**config.mk**
```make
export PLATFORM = sky130hd
export DESIGN_NAME = psir_regs
export DESIGN_NICKNAME = d
export VERILOG_FILES = /design/src/rtl/psir_pkg.sv /design/src/rtl/psir_regs.sv
export SDC_FILE = /design/constraint.sdc
export NUM_CORES = 1
export LEC_CHECK = 0
export BUFFER_PORTS_ARGS = -buffer_cell sky130_fd_sc_hd__buf_2
export CORE_ASPECT_RATIO = 1.1
export CORE_MARGIN = 2
export CORE_UTILIZATION = 50
export DETAILED_ROUTE_END_ITERATION = 7
export MAX_ROUTING_LAYER = met4
export PLACE_DENSITY = 0.67
export SLEW_MARGIN = 40
export SYNTH_ARGS = -nofsm -noshare
export SYNTH_HDL_FRONTEND = slang
export SYNTH_SLANG_ARGS = --single-unit
```
**constraint.sdc**
```tcl
create_clock -name mclk_i -period 2.6 [get_ports mclk_i]
set_input_delay 0.13 -clock mclk_i [delete_from_list [all_inputs] [get_ports mclk_i]]
set_output_delay 0.13 -clock mclk_i [all_outputs]
set_load 0.02 [all_outputs]
```
**src/rtl/psir_pkg.sv**
```systemverilog
// Constants, register map and frame encodings for the status and identifier bank.
// Assumes the bank sits behind a serial management port clocked by the station's MDC.
//
// Operation
// - Status bits 14 to 11 always read one, for the four 10 and 100 Mb/s duplex abilities.
// - Status bit 8 always reads one, because gigabit extended status lives in register 15.
// - Status bit 6 reads one and frames without a preamble are accepted.
// - Status bit 5 reads one once negotiation has finished and zero before that.
// - Status bit 4 is set by a remote fault and cleared by a management read of the register.
// - Status bit 3 always reads one, since the device can negotiate.
// - Status bit 2 latches low on link loss until read, so the station reads twice for link up.
// - Status bit 1 is set by jabber and cleared by a management read of the register.
// - Status bit 0 always reads one, since the extended register set exists.
// - The two identifier registers form one 32-bit vendor, model and revision identifier.
// - The high identifier register holds vendor identifier bits 3 to 18 in bits 15 to 0.
// - The low one holds vendor bits 19 to 24, then the model in 9 to 4 and revision in 3 to 0.

package psir_pkg;

    // ------------------------------------------------------------
    // Register map
    // ------------------------------------------------------------
    localparam logic [4:0]  REG_BASIC_LINK_STATUS = 5'h01;
    localparam logic [4:0]  REG_IDENTIFIER_HIGH   = 5'h02;
    localparam logic [4:0]  REG_IDENTIFIER_LOW    = 5'h03;

    // ------------------------------------------------------------
    // Status word layout
    // ------------------------------------------------------------
    localparam logic [15:0] STATUS_RESET_VALUE    = 16'h7949;
    localparam int          BIT_NEGOTIATION_DONE  = 5;
    localparam int          BIT_REMOTE_FAULT      = 4;
    localparam int          BIT_LINK_LATCHED_LOW  = 2;
    localparam int          BIT_JABBER_FLAG       = 1;

    // ------------------------------------------------------------
    // Management frame encodings
    // ------------------------------------------------------------
    localparam logic [1:0]  OP_READ               = 2'h2;
    localparam logic [1:0]  OP_WRITE              = 2'h1;
    localparam logic [4:0]  OP_BITS_LAST          = 5'h01;
    localparam logic [4:0]  ADDR_BITS_LAST        = 5'h09;
    localparam logic [4:0]  DATA_BITS_LAST        = 5'h0F;

    typedef enum logic [2:0] {
        ST_IDLE  = 3'h0,
        ST_START = 3'h1,
        ST_OP    = 3'h3,
        ST_ADDR  = 3'h2,
        ST_TURN  = 3'h6,
        ST_DATA  = 3'h7
    } psir_state_t;

endpackage

```
**src/rtl/psir_regs.sv**
```systemverilog
// Status and identifier management registers with their serial management slave.
// Assumes status inputs come from logic on mclk_i; MDC and MDIO arrive from pins.

`timescale 1ns/10ps

module psir_regs #(
    parameter logic [4:0]  PHY_ADDR  = 5'h00,
    parameter logic [23:0] VENDOR_ID = 24'h123456,   // Arbitrary value
    parameter logic [5:0]  MODEL_NUM = 6'h05,        // Arbitrary value
    parameter logic [3:0]  REVISION  = 4'h1          // Arbitrary value
) (
    input  wire logic mclk_i,
    input  wire logic rst_i,
    input  wire logic mdc_i,
    input  wire logic mdio_i,
    output logic      mdio_o,
    output logic      mdio_oe_o,
    input  wire logic negotiation_done_i,
    input  wire logic remote_fault_i,
    input  wire logic link_up_i,
    input  wire logic jabber_i
);
    import psir_pkg::*;

    // ------------------------------------------------------------
    // Pin synchronisers and MDC rising edge
    // ------------------------------------------------------------
    logic [1:0]  mdc_sync_reg;
    logic [1:0]  mdio_sync_reg;
    logic        mdc_prev_reg;
    logic        mdc_rise;
    logic        bit_in;

    // MDC resets low, its idle level, so no false edge follows reset
    always_ff @(posedge mclk_i or posedge rst_i) begin
        if (rst_i) begin
            mdc_sync_reg <= 2'h0;
        end else begin
            mdc_sync_reg <= {mdc_sync_reg[0], mdc_i};
        end
    end

    // MDIO resets high, the level of its pull-up
    always_ff @(posedge mclk_i or posedge rst_i) begin
        if (rst_i) begin
            mdio_sync_reg <= 2'h3;
        end else begin
            mdio_sync_reg <= {mdio_sync_reg[0], mdio_i};
        end
    end

    // Edge flop reads only the second synchroniser stage
    always_ff @(posedge mclk_i or posedge rst_i) begin
        if (rst_i) begin
            mdc_prev_reg <= 1'b0;
        end else begin
            mdc_prev_reg <= mdc_sync_reg[1];
        end
    end

    assign mdc_rise = mdc_sync_reg[1] & ~mdc_prev_reg;
    assign bit_in   = mdio_sync_reg[1];

    // ------------------------------------------------------------
    // Status flags
    // ------------------------------------------------------------
    logic        rd_clear;
    logic        remote_fault_reg;
    logic        jabber_reg;
    logic        link_latch_reg;

    // Set wins over the read clear, so an event in the clearing cycle survives
    always_ff @(posedge mclk_i or posedge rst_i) begin
        if (rst_i) begin
            remote_fault_reg <= 1'b0;
        end else begin
            remote_fault_reg <= remote_fault_i | (remote_fault_reg & ~rd_clear);
        end
    end

    // Jabber is sticky in the same way
    always_ff @(posedge mclk_i or posedge rst_i) begin
        if (rst_i) begin
            jabber_reg <= 1'b0;
        end else begin
            jabber_reg <= jabber_i | (jabber_reg & ~rd_clear);
        end
    end

    // Latch low on loss; a read reloads with the live link, so a loss is seen once
    always_ff @(posedge mclk_i or posedge rst_i) begin
        if (rst_i) begin
            link_latch_reg <= 1'b0;
        end else if (rd_clear) begin
            link_latch_reg <= link_up_i;
        end else begin
            link_latch_reg <= link_latch_reg & link_up_i;
        end
    end

    // ------------------------------------------------------------
    // Register read words
    // ------------------------------------------------------------
    logic [15:0] status_word;
    logic [31:0] ident_word;

    always_comb begin
        // Constant abilities, reserved bits zero
        status_word = STATUS_RESET_VALUE;
        status_word[BIT_NEGOTIATION_DONE] = negotiation_done_i;
        status_word[BIT_REMOTE_FAULT]     = remote_fault_reg;
        status_word[BIT_LINK_LATCHED_LOW] = link_latch_reg;
        status_word[BIT_JABBER_FLAG]      = jabber_reg;
    end

    // Vendor id bit 1 is its MSB; bits 1 and 2 are dropped
    assign ident_word = {VENDOR_ID[21:0], MODEL_NUM, REVISION};

    // ------------------------------------------------------------
    // Serial management frame engine
    // ------------------------------------------------------------
    // Bits are taken three mclk after each MDC rise, so MDC high and low must
    // each last several mclk periods. A frame is start 01, op, five PHY and five
    // register address bits, two turnaround bits and sixteen data bits. No
    // preamble is required: idle waits for the start bit. A cut frame is only
    // left at the end of its count, so the station should finish every frame.
    // Reads answer only at this PHY address; writes are counted and dropped.
    psir_state_t state_reg;
    logic [4:0]  bit_cnt_reg;
    logic [1:0]  op_reg;
    logic [8:0]  addr_sh_reg;
    logic        respond_reg;
    logic [15:0] shift_reg;
    logic        mdio_reg;
    logic        mdio_oe_reg;
    logic [9:0]  addr_full;

    assign addr_full = {addr_sh_reg, bit_in};

    // Frame sequencer; idle waits for the start pattern, so preamble is optional
    always_ff @(posedge mclk_i or posedge rst_i) begin
        if (rst_i) begin
            state_reg   <= ST_IDLE;
            bit_cnt_reg <= 5'h00;
        end else if (mdc_rise) begin
            case (state_reg)
                ST_IDLE: begin
                    if (!bit_in) begin
                        state_reg <= ST_START;
                    end
                end
                ST_START: begin
                    state_reg   <= bit_in ? ST_OP : ST_IDLE;
                    bit_cnt_reg <= 5'h00;
                end
                ST_OP: begin
                    if (bit_cnt_reg == OP_BITS_LAST) begin
                        state_reg   <= ST_ADDR;
                        bit_cnt_reg <= 5'h00;
                    end else begin
                        bit_cnt_reg <= bit_cnt_reg + 5'h01;
                    end
                end
                ST_ADDR: begin
                    if (bit_cnt_reg == ADDR_BITS_LAST) begin
                        state_reg   <= ST_TURN;
                        bit_cnt_reg <= 5'h00;
                    end else begin
                        bit_cnt_reg <= bit_cnt_reg + 5'h01;
                    end
                end
                ST_TURN: begin
                    if (bit_cnt_reg == OP_BITS_LAST) begin
                        state_reg   <= ST_DATA;
                        bit_cnt_reg <= 5'h00;
                    end else begin
                        bit_cnt_reg <= bit_cnt_reg + 5'h01;
                    end
                end
                ST_DATA: begin
                    // Write data is counted and dropped: nothing here is writable
                    if (bit_cnt_reg == DATA_BITS_LAST) begin
                        state_reg <= ST_IDLE;
                    end else begin
                        bit_cnt_reg <= bit_cnt_reg + 5'h01;
                    end
                end
                default: begin
                    state_reg <= ST_IDLE;
                end
            endcase
        end
    end

    // Operation code, shifted in during the two op bits
    always_ff @(posedge mclk_i or posedge rst_i) begin
        if (rst_i) begin
            op_reg <= 2'h0;
        end else if (mdc_rise && state_reg == ST_OP) begin
            op_reg <= {op_reg[0], bit_in};
        end
    end

    // PHY and register address, shifted in MSB first
    always_ff @(posedge mclk_i or posedge rst_i) begin
        if (rst_i) begin
            addr_sh_reg <= 9'h000;
        end else if (mdc_rise && state_reg == ST_ADDR) begin
            addr_sh_reg <= addr_full[8:0];
        end
    end

    // ------------------------------------------------------------
    // Register decode
    // ------------------------------------------------------------
    logic        addr_done;
    logic        read_frame;
    logic        read_hit;
    logic [15:0] read_word;
    logic        shift_step;

    // Last address bit is on the line at this MDC rise
    assign addr_done  = mdc_rise && state_reg == ST_ADDR && bit_cnt_reg == ADDR_BITS_LAST;
    assign read_frame = op_reg == OP_READ && addr_full[9:5] == PHY_ADDR;

    // Shift once bit 15 has been handed to the pin driver
    assign shift_step = mdc_rise && (state_reg == ST_DATA ||
                        (state_reg == ST_TURN && bit_cnt_reg == OP_BITS_LAST));

    // Other PHYs and unmapped registers leave the line to the pull-up
    always_comb begin
        read_hit  = 1'b0;
        read_word = 16'hFFFF;
        if (read_frame) begin
            case (addr_full[4:0])
                REG_BASIC_LINK_STATUS: begin
                    read_hit  = 1'b1;
                    read_word = status_word;
                end
                REG_IDENTIFIER_HIGH: begin
                    read_hit  = 1'b1;
                    read_word = ident_word[31:16];
                end
                REG_IDENTIFIER_LOW: begin
                    read_hit  = 1'b1;
                    read_word = ident_word[15:0];
                end
                default: begin
                    read_hit  = 1'b0;
                    read_word = 16'hFFFF;
                end
            endcase
        end
    end

    // Clear in the snapshot cycle itself, so no event can slip between snapshot and clear
    assign rd_clear = addr_done && read_frame &&
                      addr_full[4:0] == REG_BASIC_LINK_STATUS;

    // ------------------------------------------------------------
    // Read shift register
    // ------------------------------------------------------------
    // Snapshot of the addressed register at the last address bit
    always_ff @(posedge mclk_i or posedge rst_i) begin
        if (rst_i) begin
            respond_reg <= 1'b0;
            shift_reg   <= 16'h0000;
        end else if (addr_done) begin
            respond_reg <= read_hit;
            shift_reg   <= read_word;
        end else if (shift_step) begin
            shift_reg <= {shift_reg[14:0], 1'b0};
        end
    end

    // Pin driver: zero in the second turnaround bit, then sixteen data bits
    always_ff @(posedge mclk_i or posedge rst_i) begin
        if (rst_i) begin
            mdio_reg    <= 1'b1;
            mdio_oe_reg <= 1'b0;
        end else if (mdc_rise && respond_reg) begin
            if (state_reg == ST_TURN && bit_cnt_reg == 5'h00) begin
                mdio_reg    <= 1'b0;
                mdio_oe_reg <= 1'b1;
            end else if (state_reg == ST_TURN) begin
                mdio_reg <= shift_reg[15];
            end else if (state_reg == ST_DATA && bit_cnt_reg != DATA_BITS_LAST) begin
                mdio_reg <= shift_reg[15];
            end else begin
                mdio_reg    <= 1'b1;
                mdio_oe_reg <= 1'b0;
            end
        end
    end

    assign mdio_o    = mdio_reg;
    assign mdio_oe_o = mdio_oe_reg;

endmodule

```
## After elaboration in Yosys (flattened, before gate mapping)

Index checks and enable logic that the tools add are counted.

- Register bits after elaboration: 46
- Bits of input ports: 8
- Output and inout bits: 2
- Word-level logic and storage cells: 90

- Add/subtract/negate cells: 1
- Equality and inequality tests: 21
- Multiplexer cells: 24
- Bitwise logic cells: 8
- Reductions and logical operators: 22

Operator list:

| kind | number |
|---|---|
| 16-bit two-way mux | 3 |
| 16-bit case mux with 3 select lines | 1 |
| 5-bit case mux with 4 select lines | 1 |
| 3-bit case mux with 6 select lines | 1 |
| 3-bit two-way mux | 5 |
| 5-bit two-way mux | 3 |
| 2-bit != test, second input constant | 7 |
| 1-bit logical AND | 11 |
| 5-bit by 1-bit == test with 1-bit output, second input constant | 2 |
| 5-bit by 2-bit == test with 1-bit output, second input constant | 2 |
| 5-bit by 4-bit == test with 1-bit output, second input constant | 2 |
| 5-bit zero test | 2 |
| 1-bit two-way mux | 9 |
| 3-bit by 2-bit == test with 1-bit output, second input constant | 2 |
| 3-bit == test, second input constant | 2 |
| 3-bit AND reduction | 2 |
| 6-bit AND reduction | 1 |
| 5-bit by 1-bit adder with 5-bit output, second input constant | 1 |
| 5-bit by 4-bit != test with 1-bit output, second input constant | 1 |
| 1-bit bitwise AND | 4 |
| 4-bit nonzero test | 1 |
| 3-bit by 1-bit == test with 1-bit output, second input constant | 1 |
| 3-bit zero test | 1 |
| 3-bit OR reduction | 1 |
| other kinds (8) | 10 |

## Depth between registers and ports, before layout

- Depth after elaboration: 9
- Mapped depth: 8
- Gate-level depth less buffers: 7

## Worst setup path before layout

No wires, ideal clock.

- Path type: register to register
- Start point: register bit_cnt_reg[0]
- End point: register state_reg[0]
- Arrival: 1775 ps
- Data required time: 2534 ps
- Path slack: 758 ps
- Stages on the path, launching flop included: 8
- Cell sequence: dfrtp_1 ha_1 and3_1 ha_1 nand2b_1 a311o_1 a21oi_1 a221o_1

- Word-level cells in the longest chain between the ends: 3
- Elaborated cells between the ends (all ways): 8
- Classes of those cells: eq/ne: 7; reduce/logical: 1

RTL lines:

| what | RTL line | source |
|---|---|---|
| start, declared | psir_regs.sv:129 | `logic [4:0] bit_cnt_reg;` |
| start signal, assigned | psir_regs.sv:161 | `bit_cnt_reg <= bit_cnt_reg + 5'h01;` |
| start signal, assigned | psir_regs.sv:169 | `bit_cnt_reg <= bit_cnt_reg + 5'h01;` |
| start signal, assigned | psir_regs.sv:177 | `bit_cnt_reg <= bit_cnt_reg + 5'h01;` |
| 5-bit by 4-bit == test with 1-bit output, or another cell as far along | psir_regs.sv:182 | `if (bit_cnt_reg == DATA_BITS_LAST) begin` |
| 2-bit != test (no source line) | n/a |  |
| 6-bit AND reduction (no source line) (*) | n/a |  |
| end signal, assigned | psir_regs.sv:153 | `state_reg <= bit_in ? ST_OP : ST_IDLE;` |
| end, declared | psir_regs.sv:128 | `psir_state_t state_reg;` |

Every way passes the cells marked *; elsewhere a longest branch is shown, timed or not.
A chain may end at the register's enable or synchronous reset.

## Worst setup path in the final report

- Start point: register bit_cnt_reg[1]
- End point: register remote_fault_reg

- Word-level cells in the longest chain between the ends: 7

RTL lines:

| what | RTL line | source |
|---|---|---|
| 5-bit by 4-bit == test with 1-bit output | psir_regs.sv:223 | `assign addr_done = mdc_rise && state_reg == ST_ADDR && bit_cnt_reg == ADDR_BITS_LAST;` |
| 1-bit logical AND | psir_regs.sv:223 |  |
| 1-bit logical AND (2 in series) | psir_regs.sv:257 | `assign rd_clear = addr_done && read_frame &&` |
| 1-bit NOT | psir_regs.sv:77 | `remote_fault_reg <= remote_fault_i \| (remote_fault_reg & ~rd_clear);` |
| 1-bit bitwise AND | psir_regs.sv:77 |  |
| 1-bit OR | psir_regs.sv:77 |  |
| end signal, assigned | psir_regs.sv:77 |  |
| end, declared | psir_regs.sv:68 | `logic remote_fault_reg;` |

No other way between the ends.

==> flow_metrics.tcl <==
set metrics [dict create \
    outcome "finished, final reports clean" \
    grt_util_met3 0.0322 \
    die_w_um 67.3 \
    synth_top_area_cell "dfrtp_1" \
    ys_top_cells_by_area "dfrtp_1 (49%), mux2_2 (5.1%), dfstp_2 (3.6%)" \
    netlist-cell-type-count 50 \
    cts-buffers-inserted 5 \
    cts_tree "done" \
    n_fill_cell 370 \
    antenna_found_initial 0 \
    crit_path_end_kind "register" \
    num_antenna_cells 0 \
    postRouteAntennaNets 0 \
    drt-total-wl_um 4150 \
    post_cts_buffers 0 \
    crit_fanout 14 \
    vias 1584 \
    h-tree-depth 2 \
    cp.arrival_ps 2270 \
    drt_iter0_markers 148 \
    gp_congestion 0.851 \
    grt_max_degree 29 \
    die_area_mm2 0.00495 \
    clockRootBuffer "clkbuf_8" \
    cts.clk_slew.worst_paths_ps 90 \
    ys_seq_elements 46 \
    seq_area_frac_synth 0.524 \
    vdd_drop_max_mv 0.376 \
    powerDensity_mw_per_mm2 851 \
    rows 25 \
    die_h_um 73.6 \
    wl_per_cell_um 15.6 \
    yosysWarnings 0 \
    synth_top_area_share 0.488 \
    grt_pass1_wl_um 7350 \
    dp_hpwl_um 2900 \
    num_io_pins 10 \
    worstHoldStart "jabber_i" \
    async_reset_ff_frac 1.00 \
    synthToLayoutAreaGrowth_pct 7.72 \
    syn_inst 203 \
    fin_skew_ps 11.7 \
    synth_edf_count 0 \
    cp-start-kind "register" \
    drc 0 \
    slew-limit-headroom 0.614 \
    fmaxAchievable_ghz 0.482 \
    largest_register_ffs 16 \
    fin_hold_ws_ps 8.85 \
    critPathRequiredTime_ps 2790 \
    grt-ovfl-total 0 \
    synth_nets 215 \
    crit_type "reg -> reg" \
    cts_max_path_buffers 2 \
    p_total_mw 2.02 \
    drive_gt1_frac 0.175 \
    syn_area_per_cell_um2 10.9 \
    regToRegStartpoint "bit_cnt_reg[1]$_DFFE_PP0P_" \
    grt_use_met1 0.270 \
    initial_core_util 0.518 \
    hold_depth 2 \
    p_leak_nw 1.04 \
    numPlacedInstances 254 \
    slew_violations 0 \
    fin_crit_sh 0.797 \
    hold_viol 0 \
    worst_pin_slew_ps 579 \
    reg2regPathDepth 6 \
    core_mm2 0.00425 \
    layout.nets 222 \
    synth_top_flop_cell "dfrtp_1" \
    startpoint "bit_cnt_reg[1]$_DFFE_PP0P_" \
    fin_tns_setup_ps 0 \
    rsz0062_at_grt "false" \
    register_area_mm2 0.00115 \
    grt.total_usage 0.203 \
    drtPass1Iterations 4 \
    fin_cells 265 \
    setup_viol 0 \
    fin_crit_ps 2070 \
    via_per_inst 5.98 \
    clk_latency_ps 300 \
    top_usage_layer "met2" \
    syn_area_mm2 0.00220 \
    portBuffers 9 \
    grt_pass1_vias 1592 \
    hold_path_class "in -> reg" \
    cts_sinks 46 \
    grt_use_met2 0.310 \
    multi_input_area_um2 938 \
    cap_violations 0 \
]
[area by class of cell]
cell class,instances,share of cell area
clock buffer,7,0.0322
inverter,10,0.0163
clock inverter,1,0.00316
timing repair buffer,14,0.0380
sequential,46,0.487
multi-input combinational,133,0.395
tap,54,0.0285
[cell usage after synthesis (all sizes together) (5+ instances only)]
master / number
nand2: 13
mux2: 10
dfrtp: 43
nor3: 5
o21ai: 13
and3: 5
o2bb2ai: 6
nand3: 6
inv: 10
buf: 10
a21oi: 15
nor2: 8
[power by group]
| part | internal (mW) | switching [mW] | total [mW] |
|---|---|---|---|
| sequential | 0.882 | 0.197 | 1.08 |
| combinational | 0.252 | 0.262 | 0.514 |
| clock | 0.190 | 0.235 | 0.426 |
[layout by cell type (no fill, tap or decap), types with 6 or more instances in the layout]
cell,n
nor2_1,7
a21oi_1,15
buf_2,9
dfrtp_1,43
o21ai_0,12
nand3_1,6
o2bb2ai_1,6
mux2_2,10
nand2_1,13
inv_1,9
[per-stage QoR]
stage / setup WS, ps / area [um2] / util
after floorplan: 759 / 2200 / -
after global placement: 652 / 2260 / 0.531
after detailed placement: 549 / 2260 / 0.531
after CTS: 528 / 2370 / 0.558
after global routing: 322 / 2370 / 0.558
final: 527 / 2370 / 0.558
[worst max-delay path, cell delays in order (launching register included)]
cell and delay [ps]:
dfrtp_1 410, inv_1 100, ha_1 200, and4bb_2 280, and3_1 490, nand4_1 250, a21o_1 230
[per-layer routing]
layer | wire length, um | vias up | share of wire
li1 | - | 750 | -
met1 | 1870 | 783 | 0.45
met2 | 2060 | 44 | 0.50
met3 | 148 | 7 | 0.036
met4 | 69 | 0 | 0.017
met5 | 0 | - | 0
[logic make-up (layout without fill, tap and decap cells)]
| family | after synthesis | after routing | synth area share |
|---|---|---|---|
| compound gates | 59 | 59 | 0.189 |
| fa+ha+maj | 4 | 4 | 0.0227 |
| simple gates | 56 | 56 | 0.146 |
| flops | 46 | 46 | 0.524 |
| buf+inv | 24 | 32 | 0.0500 |
| xor+xnor | 1 | 1 | 0.00398 |
| mux | 13 | 13 | 0.0647 |
[repair_timing]
action | CTS | global route
hold endpoints to repair | 26 | 0
hold buffers | 3 | 0
gates resized for setup | 0 | 0
setup endpoints to repair | 0 | 0
[final timing paths]
check	slack, ps	to
min reg2reg	350	mdc_sync_reg[1]$_DFF_PP0_
max	530	remote_fault_reg$_DFF_PP0_
min in group asynchronous	380	mdio_oe_o$_DFFE_PP0P_
max reg2reg	530	remote_fault_reg$_DFF_PP0_
max in group asynchronous	1610	addr_sh_reg[3]$_DFFE_PP0N_
min	9	jabber_reg$_DFF_PP0_
Note: power is estimated with default switching activity, not from simulation.
